==> src/hw/wkf_defines.svh <==
// register indices, field positions and timing counts of the wakeup flag block
`ifndef WKF_DEFINES_SVH
`define WKF_DEFINES_SVH

// register indices; byte address is four times the index
`define WKF_IDX_MODFLAG   10'h007
`define WKF_IDX_FILT      10'h008
`define WKF_IDX_MODEN     10'h00c
`define WKF_IDX_ISTAT     10'h00d
`define WKF_IDX_IMASK     10'h00e

// filter register fields
`define WKF_FLAG_BIT      7
`define WKF_EDGE_HI       6
`define WKF_EDGE_LO       5
`define WKF_RSVD_BIT      4
`define WKF_SEL_HI        3
`define WKF_SEL_LO        0

// edge mode encodings
`define WKF_EDGE_OFF      2'h0
`define WKF_EDGE_RISE     2'h1
`define WKF_EDGE_FALL     2'h2
`define WKF_EDGE_ANY      2'h3

// interrupt status bits
`define WKF_IRQ_MOD_BIT   0
`define WKF_IRQ_FILT_BIT  1

// glitch filter length in low-power oscillator cycles
`define WKF_FILT_TICKS    2'h3

// reset values
`define WKF_RST_BYTE      8'h00
`define WKF_RST_WORD      32'h0000_0000

`endif

==> src/hw/wkf_pkg.sv <==
// types shared by the wakeup flag block
package wkf_pkg;

  typedef enum logic [0:0] {
    WKF_F_IDLE,
    WKF_F_COUNT
  } wkf_fstate_t;

  typedef logic [1:0] wkf_edge_t;
  typedef logic [3:0] wkf_sel_t;

endpackage

==> src/hw/wkf_sync.sv <==
// two-flop synchroniser for a group of asynchronous levels
`timescale 1ns/1ns
`default_nettype none
module wkf_sync #(
  parameter int WIDTH = 17
) (
  input  wire logic             pclk,
  input  wire logic             presetn,
  input  wire logic [WIDTH-1:0] async_in,
  output logic      [WIDTH-1:0] sync_out
);

  typedef struct packed {
    logic [WIDTH-1:0] meta;
    logic [WIDTH-1:0] stable;
  } wkf_sync_state_t;

  wkf_sync_state_t state;
  wkf_sync_state_t next_state;

  // first stage feeds only the second
  always_comb begin
    next_state.meta   = async_in;
    next_state.stable = state.meta;
  end

  always_ff @(posedge pclk or negedge presetn) begin
    if (!presetn) begin
      state <= '0;
    end else begin
      state <= next_state;
    end
  end

  assign sync_out = state.stable;

endmodule // wkf_sync
`default_nettype wire

==> src/hw/wkf_filter.sv <==
// edge detect and glitch filter stepped by low-power oscillator ticks
`timescale 1ns/1ns
`default_nettype none
`include "wkf_defines.svh"
module wkf_filter
  import wkf_pkg::*;
#(
  parameter logic [1:0] TICKS = `WKF_FILT_TICKS
) (
  input  wire logic              pclk,
  input  wire logic              presetn,
  input  wire logic              tick,
  input  wire logic              restart,
  input  wire logic              pin,
  input  wire wkf_pkg::wkf_edge_t edge_mode,
  output logic                   detect
);
  import wkf_pkg::*;

  typedef struct packed {
    wkf_fstate_t st;
    logic        prev;
    logic        prev_valid;
    logic        target;
    logic [1:0]  cnt;
    logic        detect;
  } wkf_filt_state_t;

  wkf_filt_state_t state;
  wkf_filt_state_t next_state;
  logic            edge_hit;

  // edge match against the previous sample
  always_comb begin
    edge_hit = 1'b0;
    case (edge_mode)
      `WKF_EDGE_RISE: edge_hit = !state.prev && pin;
      `WKF_EDGE_FALL: edge_hit = state.prev && !pin;
      `WKF_EDGE_ANY:  edge_hit = state.prev != pin;
      default:        edge_hit = 1'b0;
    endcase
  end

  // a new config drops history, so the first sample only primes the filter
  always_comb begin
    next_state        = state;
    next_state.detect = 1'b0;
    if (restart || edge_mode == `WKF_EDGE_OFF) begin
      next_state.st         = WKF_F_IDLE;
      next_state.prev_valid = 1'b0;
    end else if (tick) begin
      next_state.prev       = pin;
      next_state.prev_valid = 1'b1;
      case (state.st)
        WKF_F_IDLE: begin
          if (state.prev_valid && edge_hit) begin
            next_state.st     = WKF_F_COUNT;
            next_state.target = pin;
            next_state.cnt    = 2'h1;
          end
        end
        WKF_F_COUNT: begin
          // level must hold for the whole filter length
          if (pin != state.target) begin
            next_state.st = WKF_F_IDLE;
          end else if (state.cnt == TICKS - 2'h1) begin
            next_state.st     = WKF_F_IDLE;
            next_state.detect = 1'b1;
          end else begin
            next_state.cnt = state.cnt + 2'h1;
          end
        end
        default: next_state.st = WKF_F_IDLE;
      endcase
    end
  end

  always_ff @(posedge pclk or negedge presetn) begin
    if (!presetn) begin
      state <= '0;
    end else begin
      state <= next_state;
    end
  end

  assign detect = state.detect;
endmodule // wkf_filter
`default_nettype wire

==> src/hw/wkf_top.sv <==
// wakeup module flags and pin filter one, reached over APB
//
// How it works
// eight module wake flags, one per internal module, set when it caused the exit
// each flag mirrors its peripheral flag; writing one does not clear it
// the flagged source drives interrupt flow in stop, reset flow in deep stop
// both registers reset only by the chip reset not from deep-stop wakeup
// filter detect flag at bit 7 set when filtered selected pin caused exit
// writing one clears filter detect flag, writing zero leaves it
// edge field bits 6-5: off, rising, falling, either edge
// bit 4 of filter register reads zero, writes ignored
// pin select bits 3-0 route one of sixteen wake pins into the filter
// three-cycle glitch filter on oscillator clock; level must hold until timeout
// up to two sync cycles more, wakeup alert within five cycles total
// software waits five oscillator cycles after filter config before stopping
// a module wakes the chip only while its wake enable bit is set
// detect flag sets only with filter enabled and a low-leakage mode active
`timescale 1ns/1ns
`default_nettype none
`include "wkf_defines.svh"
module wkf_top (
  input  wire logic        pclk,
  input  wire logic        presetn,
  input  wire logic        psel,
  input  wire logic        penable,
  input  wire logic        pwrite,
  input  wire logic [11:0] paddr,
  input  wire logic [31:0] pwdata,
  output logic      [31:0] prdata,
  output logic             pready,
  output logic             pslverr,
  input  wire logic [7:0]  periph_wake_flag,
  input  wire logic [15:0] wake_pin,
  input  wire logic        low_power_osc_clock,
  input  wire logic        mode_low_leakage_stop,
  input  wire logic        mode_very_low_leakage_stop,
  output logic             wake_irq_flow,
  output logic             wake_reset_flow,
  output logic             irq
);
  import wkf_pkg::*;

  typedef struct packed {
    logic [7:0]  modflag;
    logic [7:0]  moden;
    logic        fflag;
    wkf_edge_t   edge_mode;
    wkf_sel_t    sel;
    logic [1:0]  istat;
    logic [1:0]  imask;
    logic        lpo_q;
    logic [31:0] rdata;
    logic        slverr;
  } wkf_top_state_t;

  wkf_top_state_t state;
  wkf_top_state_t next_state;

  logic [16:0] synced;
  logic [15:0] pin_s;
  logic        lpo_s;
  logic        lpo_tick;
  logic        filt_pin;
  logic        filt_detect;
  logic        filt_restart;
  logic        mode_active;
  logic [9:0]  idx;
  logic        setup;
  logic        wr_acc;
  logic        rd_acc;
  logic        hit;
  logic [7:0]  filt_reg;
  logic [7:0]  mod_next;
  logic        fset;

  // pins and the oscillator clock come from outside this domain
  wkf_sync #(
    .WIDTH(17)
  ) u_sync (
    .pclk     (pclk),
    .presetn  (presetn),
    .async_in ({low_power_osc_clock, wake_pin}),
    .sync_out (synced)
  );

  assign pin_s    = synced[15:0];
  assign lpo_s    = synced[16];
  assign lpo_tick = lpo_s && !state.lpo_q;

  // selected pin into the single filter
  assign filt_pin = pin_s[state.sel];

  // a config write that changes edge mode or pin select restarts the filter so it re-primes on the new pin
  assign filt_restart = wr_acc && idx == `WKF_IDX_FILT &&
                        (pwdata[`WKF_EDGE_HI:`WKF_EDGE_LO] != state.edge_mode ||
                         pwdata[`WKF_SEL_HI:`WKF_SEL_LO] != state.sel);

  wkf_filter #(
    .TICKS(`WKF_FILT_TICKS)
  ) u_filter (
    .pclk      (pclk),
    .presetn   (presetn),
    .tick      (lpo_tick),
    .restart   (filt_restart),
    .pin       (filt_pin),
    .edge_mode (state.edge_mode),
    .detect    (filt_detect)
  );

  // bus decode
  assign idx         = paddr[11:2];
  assign setup       = psel && !penable;
  assign wr_acc      = psel && penable && pwrite;
  assign rd_acc      = psel && penable && !pwrite;
  assign mode_active = mode_low_leakage_stop || mode_very_low_leakage_stop;
  assign filt_reg    = {state.fflag, state.edge_mode, 1'b0, state.sel};

  // gated peripheral flags; no glitch filter on internal modules
  assign mod_next = periph_wake_flag & state.moden;
  assign fset     = filt_detect && mode_active && state.edge_mode != `WKF_EDGE_OFF;

  always_comb begin
    next_state        = state;
    next_state.lpo_q  = lpo_s;
    // mirror only; no bus write can clear these
    next_state.modflag = mod_next;

    // decode in setup so read data and error come from flops
    hit = 1'b1;
    if (idx == `WKF_IDX_MODFLAG) begin
      next_state.rdata = {24'h0, state.modflag};
    end else if (idx == `WKF_IDX_FILT) begin
      next_state.rdata = {24'h0, filt_reg};
    end else if (idx == `WKF_IDX_MODEN) begin
      next_state.rdata = {24'h0, state.moden};
    end else if (idx == `WKF_IDX_ISTAT) begin
      next_state.rdata = {30'h0, state.istat};
    end else if (idx == `WKF_IDX_IMASK) begin
      next_state.rdata = {30'h0, state.imask};
    end else begin
      hit = 1'b0;
      next_state.rdata = `WKF_RST_WORD;
    end
    if (setup) begin
      next_state.slverr = !hit;
    end else begin
      next_state.rdata  = state.rdata;
      next_state.slverr = state.slverr;
    end

    // register writes
    if (wr_acc) begin
      if (idx == `WKF_IDX_FILT) begin
        next_state.edge_mode = pwdata[`WKF_EDGE_HI:`WKF_EDGE_LO];
        next_state.sel       = pwdata[`WKF_SEL_HI:`WKF_SEL_LO];
        if (pwdata[`WKF_FLAG_BIT]) begin
          next_state.fflag = 1'b0;
        end
      end else if (idx == `WKF_IDX_MODEN) begin
        next_state.moden = pwdata[7:0];
      end else if (idx == `WKF_IDX_IMASK) begin
        next_state.imask = pwdata[1:0];
      end
    end
    // status clears on read; events below win over the clear
    if (rd_acc && idx == `WKF_IDX_ISTAT) begin
      next_state.istat = 2'h0;
    end

    // hardware set beats a same-cycle software clear
    if (fset) begin
      next_state.fflag = 1'b1;
      next_state.istat[`WKF_IRQ_FILT_BIT] = 1'b1;
    end
    if (|(mod_next & ~state.modflag)) begin
      next_state.istat[`WKF_IRQ_MOD_BIT] = 1'b1;
    end
  end

  // presetn is the chip reset that excludes deep-stop wakeup
  always_ff @(posedge pclk or negedge presetn) begin
    if (!presetn) begin
      state <= '0;
    end else begin
      state <= next_state;
    end
  end

  // the flagged source picks the exit flow by mode
  assign wake_irq_flow   = mode_low_leakage_stop && (|state.modflag || state.fflag);
  assign wake_reset_flow = mode_very_low_leakage_stop && (|state.modflag || state.fflag);
  assign irq             = |(state.istat & state.imask);
  assign prdata          = state.rdata;
  assign pslverr         = state.slverr && psel && penable;
  assign pready          = 1'b1;
endmodule // wkf_top
`default_nettype wire

==> config.mk <==
export PLATFORM = sky130hd
export DESIGN_NAME = wkf_top
export DESIGN_NICKNAME = d
export VERILOG_FILES = /design/src/hw/wkf_pkg.sv /design/src/hw/wkf_sync.sv /design/src/hw/wkf_filter.sv /design/src/hw/wkf_top.sv
export VERILOG_INCLUDE_DIRS = /design/src /design/src/hw
export SDC_FILE = /design/constraint.sdc
export NUM_CORES = 1
export LEC_CHECK = 0
export BUFFER_PORTS_ARGS = -buffer_cell sky130_fd_sc_hd__buf_2
export CAP_MARGIN = 20
export CORE_ASPECT_RATIO = 1.1
export CORE_MARGIN = 4
export CORE_UTILIZATION = 45
export CTS_CLUSTER_DIAMETER = 200
export DETAILED_ROUTE_END_ITERATION = 6
export PLACE_DENSITY = 0.75
export SYNTH_ARGS = -nofsm -noshare
export SYNTH_HDL_FRONTEND = slang
export SYNTH_SLANG_ARGS = --single-unit
==> constraint.sdc <==
create_clock -name pclk -period 3.2 [get_ports pclk]
set_input_delay 0.32 -clock pclk [delete_from_list [all_inputs] [get_ports pclk]]
set_output_delay 0.32 -clock pclk [all_outputs]
set_load 0.005 [all_outputs]
== Yosys cells after proc, flatten, opt, wreduce, memory -nomap -nowiden ==
Index checks and enable logic that the tools add are counted.

* Memories kept: 0
* Output and inout bits: 37
* Input bits: 76
* Bits in registers: 102
* Bits in latches: 0
* Bits in read-only memories: 0
* Bits in writable memories: 0

* Div/mod/pow operators: 0
* $lt $le $gt $ge: 1
* Equality and inequality tests: 16
* Shift-type cells: 0
* Bitwise operators: 8
* Add/sub/neg operators: 1
* Reduce and logical (&&, ||, !) cells: 45
* Multiplexer cells: 35
* $mul: 0

{| class="wikitable"
|+ Operators by type and width
! cell !! number
|-
| $eq A10 B4 Y1 const B || 4
|-
| $mux W8 || 3
|-
| $mux W7 || 3
|-
| $mux W1 || 19
|-
| $logic_and A1 B1 Y1 || 17
|-
| $and A8 B8 Y8 || 2
|-
| $reduce_or A8 Y1 || 2
|-
| $reduce_bool A2 Y1 || 7
|-
| $eq A10 B3 Y1 const B || 1
|-
| $mux W2 || 4
|-
| $not A8 Y8 || 1
|-
| $reduce_and A4 Y1 || 2
|-
| $eq A2 B2 Y1 const B || 3
|-
| $logic_not A1 Y1 || 6
|-
| $mux W3 || 2
|-
| $reduce_and A3 Y1 || 2
|-
| $lt A4 B5 Y1 const B || 1
|-
| $reduce_and A5 Y1 || 1
|-
| $bmux W1 S4 || 1
|-
| $logic_or A1 B1 Y1 || 4
|-
| $ne A2 B2 Y1 const B || 2
|-
| $ne A4 B4 Y1 || 1
|-
| $not A1 Y1 || 4
|-
| $pmux W2 S2 || 1
|-
| 11 further kinds || 13
|}

== Depth between registers and ports, before layout ==
Gate-level depths: netlist of run 1.

* Depth after elaboration: 10
* Depth in mapped cells: 10
* Depth with buffers taken out: 9

== Modules after synthesis ==
A second synthesis of run 1 with hierarchy kept.

* Cell total of the unflattened synthesis: 285
* Area, all modules: 3495.9 um^2

{| class="wikitable"
|+ By module, submodules not included
! module !! area each (um^2) !! cells each !! sequential area each (um^2) !! instances
|-
| wkf_top || 2207.1 || 208 || 925.9 || 1
|-
| wkf_sync || 850.8 || 34 || 850.8 || 1
|-
| wkf_filter || 437.9 || 43 || 175.2 || 1
|}

== Least setup slack after synthesis of run 1 ==
OpenSTA, ideal clock, no wires.

* Kind: register to register
* Start point: reg state (netlist bit filt_reg[0])
* End point: reg u_filter.state[1] (netlist bit)
* Cell stages (with the launch flop): 11
* Required time: 3077 ps
* Data arrival time: 2880 ps
* Slack: 197 ps
* Clock period less this slack: 3003 ps
* Path buffers: 1
* Library setup time: 123 ps
* Path through: dfrtp_1 > buf_2 > mux4_2 > mux4_2 > inv_1 > ha_1 > nor2b_1 > o21ai_0 > a211o_1 > a2111o_1 > o221a_1

* Word-level cells in the longest chain between the ends: 8

{| class="wikitable"
|+ Ends and longest elaborated chain
! what !! line !! RTL
|-
| from (decl) || wkf_top.sv:56 || <nowiki>wkf_top_state_t state;</nowiki>
|-
| from (signal assigned) || wkf_top.sv:185 || <nowiki>state <= next_state;</nowiki>
|-
| $bmux W1 S4 * || wkf_top.sv:91 || <nowiki>assign filt_pin = pin_s[state.sel];</nowiki>
|-
| $mux W1 (implied by the code) * || wkf_top.sv:91 ||
|-
| named net filt_pin || wkf_top.sv:63 || <nowiki>logic filt_pin;</nowiki>
|-
| $logic_not A1 Y1 || wkf_filter.sv:38 || <nowiki>`WKF_EDGE_FALL: edge_hit = state.prev && !pin;</nowiki>
|-
| $logic_and A1 B1 Y1 || wkf_filter.sv:38 ||
|-
| $pmux W1 S3 || wkf_filter.sv:36 || <nowiki>case (edge_mode)</nowiki>
|-
| $logic_and A1 B1 Y1 || wkf_filter.sv:56 || <nowiki>if (state.prev_valid && edge_hit) begin</nowiki>
|-
| $ne A2 B1 Y1 (no line) || n/a ||
|-
| $reduce_and A5 Y1 (no line) * || n/a ||
|-
| to (signal assigned) || wkf_filter.sv:82 || <nowiki>state <= next_state;</nowiki>
|-
| to (decl) || wkf_filter.sv:29 || <nowiki>wkf_filt_state_t state;</nowiki>
|}

The timed path passes the listed nets; every way through them passes the cells marked *. The select of a mux whose other input is x is not followed.
A chain may end at the register's enable or synchronous reset.

== Worst setup path after layout of run 1 ==
* Start point: reg state (netlist bit filt_reg[0])
* End point: reg u_filter.state[2] (netlist bit)

Same word-level chain as after synthesis.

==> results.json, run 1 <==
{
  "status": "completed",
  "cp.arrival_ps": 3180,
  "nets": 423,
  "hold_path_depth": 1,
  "dp_cells": 420,
  "grt_pass1_vias": 2194,
  "rows": 33,
  "drt_iter0_drc": 92,
  "dieArea_mm2": 0.00910,
  "ys_types": 49,
  "worstPathMaxFanout": 5,
  "setup_slack_ps": 211,
  "min_period_over_period": 0.934,
  "antenna_found_initial": 0,
  "n_antenna_cell": 0,
  "stdcell_area_mm2": 0.00390,
  "combPwrFrac": 0.056,
  "r2r_cells": 10,
  "grt_max_degree": 79,
  "ys.flop_type": "dfrtp_1",
  "power.leakage_nw": 1.91,
  "drc": 0,
  "hp-class": "in2reg",
  "ys_warn_count": 0,
  "place_congestion": 0.798,
  "top_layer_used": "met4",
  "finalPower_mw": 1.84,
  "clock-root-buffer": "clkbuf_8",
  "cts_max_path_buffers": 2,
  "largest_reg_flops": 22,
  "worstSetupEndpointType": "register",
  "fin_util": 0.525,
  "critPathLaunchType": "register",
  "register_area_mm2": 0.00195,
  "insertion_delay_ps": 330,
  "met3_length_um": 385,
  "netlist_area_mm2": 0.00344,
  "die_w_um": 91.3,
  "synth-edff-count": 0,
  "numCtsBuffers": 9,
  "async_flop_share": 1.00,
  "min_from": "wake_pin[15]",
  "drive_gt1_frac": 0.307,
  "hpwl_um": 4580,
  "tightest_slew_ps": 898,
  "swShare": 0.218,
  "cts.sinks": 78,
  "power_density_mw_per_mm2": 472,
  "grt_usage": 0.140,
  "yosysSeqAreaShare": 0.568,
  "vias_per_cell": 5.00,
  "reg2reg_to": "u_filter.state[2]",
  "wire_per_inst_um": 13.6,
  "clkTransAtPathRegs_ps": 70,
  "met1Wirelength_um": 2460,
  "crit_type": "reg2reg",
  "r2r_slack_ps": 210,
  "portBuffers": 61,
  "post-place-ws_ps": 120,
  "crit_required_ps": 3390,
  "tns_ps": 0,
  "die_h_um": 99.7,
  "slew_violations": 0,
  "seqPwrFrac": 0.558,
  "max_flop_register": "state",
  "drtPass1Iterations": 5,
  "rsz0062_at_grt": "false",
  "fillers": 647,
  "cts_max_level": 3,
  "finalSetupViolCount": 0,
  "power_switching_uw": 400,
  "hold_viol_final": 0,
  "overflow": 0,
  "period_minus_slack_ps": 2990,
  "maxSlewHeadroom": 0.401,
  "placed_area_mm2": 0.00370,
  "area_growth_pct": 13.4,
  "antenna_left": 0,
  "clkPwrFrac": 0.386,
  "syn_area_per_cell_um2": 12.1,
  "cap_violations": 0,
  "ys_ff_latch": 78,
  "postCtsSetupBuffers": 0,
  "grt_pass1_wl_um": 10000,
  "met2RoutedLength_um": 3000,
  "hold_ws_ps": 84.1,
  "final_cells": 436,
  "clock.fmax_mhz": 335,
  "cts_tree": "done",
  "min_to": "u_sync.next_state[15]",
  "synthCells": 285,
  "drt-total-wl_um": 5910,
  "ir_drop_mv": 0.297,
  "dr_total_vias": 2182,
  "power.internal_mw": 1.44,
  "multiInputGateArea_mm2": 0.00123,
  "fp.coreArea_mm2": 0.00743,
  "r2r-start": "filt_reg[0]",
  "skew_ps": 7.26,
  "start_util": 0.462,
  "ios": 113
}
[metal layers]
layer | track usage | vias to the layer above
li1 | - | 1061
met3 | 0.0408 | 8
met4 | 0.0557 | 0
met5 | 0 | -
met2 | 0.241 | 74
met1 | 0.164 | 1039
[cell usage in the layout, fill, tap and decap left out, drive strengths merged, types with 4 or more instances in the layout]
cell type	n
nor2	5
o22ai	4
nor3	4
xnor2	4
nand2b	10
o21ai	17
mux2	16
dfrtp	78
clkbuf	11
nand3	4
nand2	26
buf	66
inv	17
mux4	5
a222oi	5
conb	25
[cell type report]
type | count | share of cell area
Inverter | 17 | 0.0164
Timing Repair Buffer | 66 | 0.0886
Tap cell | 87 | 0.0279
Multi-Input combinational cell | 172 | 0.315
Clock buffer | 11 | 0.0363
Sequential cell | 78 | 0.501
Clock inverter | 5 | 0.0151
[critical path, cell delays in order (launching register included)]
cell	delay [ps]
dfrtp_2	450
mux4_2	520
mux4_2	480
inv_1	90
ha_1	230
nor2b_1	100
o21ai_0	90
a211o_1	310
buf_4	160
a211oi_2	260
o221ai_1	150
[worst max path at each step]
stage	endpoint	slack (ps)	startpoint	cells after the start
after floorplan	u_filter.state[1]	200	filt_reg[0]	10
after global placement	u_filter.state[2]	150	filt_reg[0]	10
after detailed placement	u_filter.state[1]	120	filt_reg[0]	9
after CTS	u_filter.state[2]	100	filt_reg[0]	10
after global routing	u_filter.state[2]	20	filt_reg[0]	10
final	u_filter.state[2]	210	filt_reg[0]	10
[what timing repair did]
action,CTS,global route
hold buffers,0,0
setup endpoints to repair,0,3
resized for setup,0,1
[cells by family after synthesis]
family / Yosys count / share of synthesized area
simple gates: 70 / 0.116
xor+xnor: 7 / 0.0178
mux: 21 / 0.0852
buf+inv: 58 / 0.100
fa+ha+maj: 3 / 0.0109
compound gates: 46 / 0.100
other cells: 2 / 0.00219
flops: 78 / 0.568
[power groups by stage]
| stage | Clock [mW] | Sequential, mW | Combinational, mW |
|---|---|---|---|
| floorplan | 0 | 1.04 | 0.0653 |
| global placement | 0 | 1.04 | 0.102 |
| detailed placement | 0 | 1.05 | 0.105 |
| CTS | 0.731 | 1.03 | 0.105 |
| global route | 0.771 | 1.03 | 0.120 |
| finish | 0.709 | 1.03 | 0.103 |
[cell usage after synthesis (all sizes together), types with 2 or more instances]
| cell type | number | area, µm² |
|---|---|---|
| dfrtp | 78 | 1950 |
| buf | 36 | 262 |
| nand2 | 26 | 100 |
| inv | 17 | 63.8 |
| o21ai | 17 | 85.1 |
| mux2 | 16 | 180 |
| nand2b | 10 | 62.6 |
| a222oi | 5 | 50.1 |
| clkbuf | 5 | 18.8 |
| mux4 | 5 | 113 |
| nor2 | 5 | 18.8 |
| nand3 | 4 | 20.0 |
| nor3 | 4 | 20.0 |
| o22ai | 4 | 25.0 |
| xnor2 | 4 | 35.0 |
| a22oi | 3 | 22.5 |
| a32o | 3 | 30.0 |
| ha | 3 | 37.5 |
| nor2b | 3 | 18.8 |
| nor4 | 3 | 33.8 |
| xor2 | 3 | 26.3 |
| a2111o | 2 | 22.5 |
| a211oi | 2 | 20.0 |
| a21oi | 2 | 10.0 |
| and2 | 2 | 12.5 |
| and3 | 2 | 12.5 |
| conb | 2 | 7.51 |
| nand4 | 2 | 12.5 |
| nand4b | 2 | 17.5 |
| o31ai | 2 | 15.0 |
| or2 | 2 | 12.5 |
No activity file was read; power rests on OpenSTA's default activity.
==> inputs of run 2 (changes only) <==
--- a/config.mk
+++ b/config.mk
@@ -8,12 +8,15 @@
 export LEC_CHECK = 0
 export BUFFER_PORTS_ARGS = -buffer_cell sky130_fd_sc_hd__buf_2
 export CAP_MARGIN = 20
+export CELL_PAD_IN_SITES_DETAIL_PLACEMENT = 0
+export CELL_PAD_IN_SITES_GLOBAL_PLACEMENT = 1
 export CORE_ASPECT_RATIO = 1.1
 export CORE_MARGIN = 4
-export CORE_UTILIZATION = 45
+export CORE_UTILIZATION = 35
 export CTS_CLUSTER_DIAMETER = 200
 export DETAILED_ROUTE_END_ITERATION = 6
-export PLACE_DENSITY = 0.75
+export PLACE_DENSITY_LB_ADDON = 0.1
+export SETUP_SLACK_MARGIN = 0.05
 export SYNTH_ARGS = -nofsm -noshare
 export SYNTH_HDL_FRONTEND = slang
 export SYNTH_SLANG_ARGS = --single-unit
==> run 2 against run 1 <==
Design area up 2.5%. Critical path depth down 1. Wire length up 13%. Maximum frequency down 2.1%. Critical path type unchanged. Combinational power up 7%.
==> results.json, run 2 (synthesis results as in run 1) <==
{
  "vias_per_cell": 4.64,
  "min_period_over_period": 0.954,
  "clock.fmax_mhz": 328,
  "largest_reg_flops": 22,
  "worstSetupEndpointType": "register",
  "dr_total_vias": 2180,
  "crit_type": "reg2reg",
  "drive_gt1_frac": 0.314,
  "drt_iter0_drc": 78,
  "clock-root-buffer": "clkbuf_8",
  "dieArea_mm2": 0.0115,
  "fillers": 945,
  "critPathLaunchType": "register",
  "dp_cells": 452,
  "multiInputGateArea_mm2": 0.00123,
  "max_flop_register": "state",
  "ios": 113,
  "status": "completed",
  "hold_viol_final": 0,
  "place_congestion": 0.790,
  "antenna_found_initial": 1,
  "skew_ps": 11.9,
  "final_cells": 470,
  "drt-total-wl_um": 6670,
  "fp.coreArea_mm2": 0.00949,
  "cap_violations": 0,
  "finalSetupViolCount": 0,
  "grt_pass1_wl_um": 10800,
  "register_area_mm2": 0.00195,
  "area_growth_pct": 16.3,
  "cts_max_level": 3,
  "ir_drop_mv": 0.318,
  "cp.arrival_ps": 3290,
  "drtPass1Iterations": 4,
  "r2r-start": "filt_reg[0]",
  "tightest_slew_ps": 580,
  "wire_per_inst_um": 14.2,
  "portBuffers": 61,
  "hpwl_um": 4920,
  "n_antenna_cell": 0,
  "crit_required_ps": 3440,
  "antenna_left": 0,
  "cts_max_path_buffers": 2,
  "maxSlewHeadroom": 0.612,
  "grt_usage": 0.122,
  "cts.sinks": 78,
  "period_minus_slack_ps": 3050,
  "start_util": 0.362,
  "grt_pass1_vias": 2182,
  "clkTransAtPathRegs_ps": 100,
  "numCtsBuffers": 9,
  "rsz0062_at_grt": "true",
  "cp-startpoint": "filt_reg[0]",
  "overflow": 0,
  "power.leakage_nw": 1.95,
  "die_h_um": 112,
  "tns_ps": 0,
  "insertion_delay_ps": 350,
  "layout_common_cells": "dfrtp_1 (77), buf_2 (60), nand2_1 (25), conb_1 (25), inv_1 (17)",
  "power_density_mw_per_mm2": 482,
  "cts_tree": "done",
  "hp-class": "in2reg",
  "drc": 0,
  "die_w_um": 102,
  "min_from": "wake_pin[8]",
  "postCtsSetupBuffers": 0,
  "slew_violations": 0,
  "nets": 427,
  "grt_max_degree": 79,
  "layout_commonest_cell": "dfrtp_1",
  "worstPathMaxFanout": 5,
  "rows": 37
}
[run 2: timing repair]
action | in CTS | in global routing
endpoints found under the hold margin | 0 | 14
gates resized for setup | 1 | 0
gates cloned | 0 | 0
hold buffers | 0 | 1
setup endpoints to repair | 1 | 1
[run 2: layout make-up]
type	instances	share of cell area
Sequential cell	78	0.489
Multi-Input combinational cell	172	0.307
Timing Repair Buffer	70	0.0995
Tap cell	117	0.0366
Clock buffer	9	0.0310
Clock inverter	7	0.0213
Inverter	17	0.0160
[run 2: path summary, 6_finish.rpt]
path	to	slack [ps]	cells after the start
min	u_sync.next_state[8]	70	1
min reg2reg	u_sync.sync_out[12]	350	0
max reg2reg	u_filter.state[1]	150	9
min in group asynchronous	state[0]	360	2
max in group asynchronous	filt_reg[0]	2250	3
max	u_filter.state[1]	150	9
[run 2: routing by layer]
layer  vias to the layer above  global-route usage  routed length [µm]  share of wire
li1                       1064                   -                   -              -
met1                      1042               0.164                2910           0.44
met4                         2              0.0499                 110          0.016
met5                         -                   0                  12         0.0018
met3                        11              0.0307                 398          0.060
met2                        61               0.187                3240           0.49
[run 2: worst max-delay path, stage by stage, from the launching register on]
cell and delay, ps:
dfrtp_2 460, mux4_2 520, mux4_2 500, inv_1 100, ha_1 230, nor2b_1 90
o21ai_0 90, a211o_1 330, a2111o_1 380, o221a_1 230
[run 2: power by group]
group | total, mW | switching (mW) | internal [mW]
Combinational | 0.110 | 0.0637 | 0.0463
Clock | 0.789 | 0.409 | 0.380
Sequential | 1.03 | 0.0121 | 1.01
[run 2: through the flow]
step                hold slack, ps   util  worst slack, ps  cell area (µm²)  total power [mW]
detailed placement             335  0.395             52.2             3750              1.15
floorplan                     24.4      -              197             3520              1.11
global placement               333  0.395             74.2             3750              1.15
global route                  46.9  0.421             20.3             4000              2.01
CTS                           45.7  0.417              114             3960              1.95
finish                        71.1  0.421              148             4000              1.93
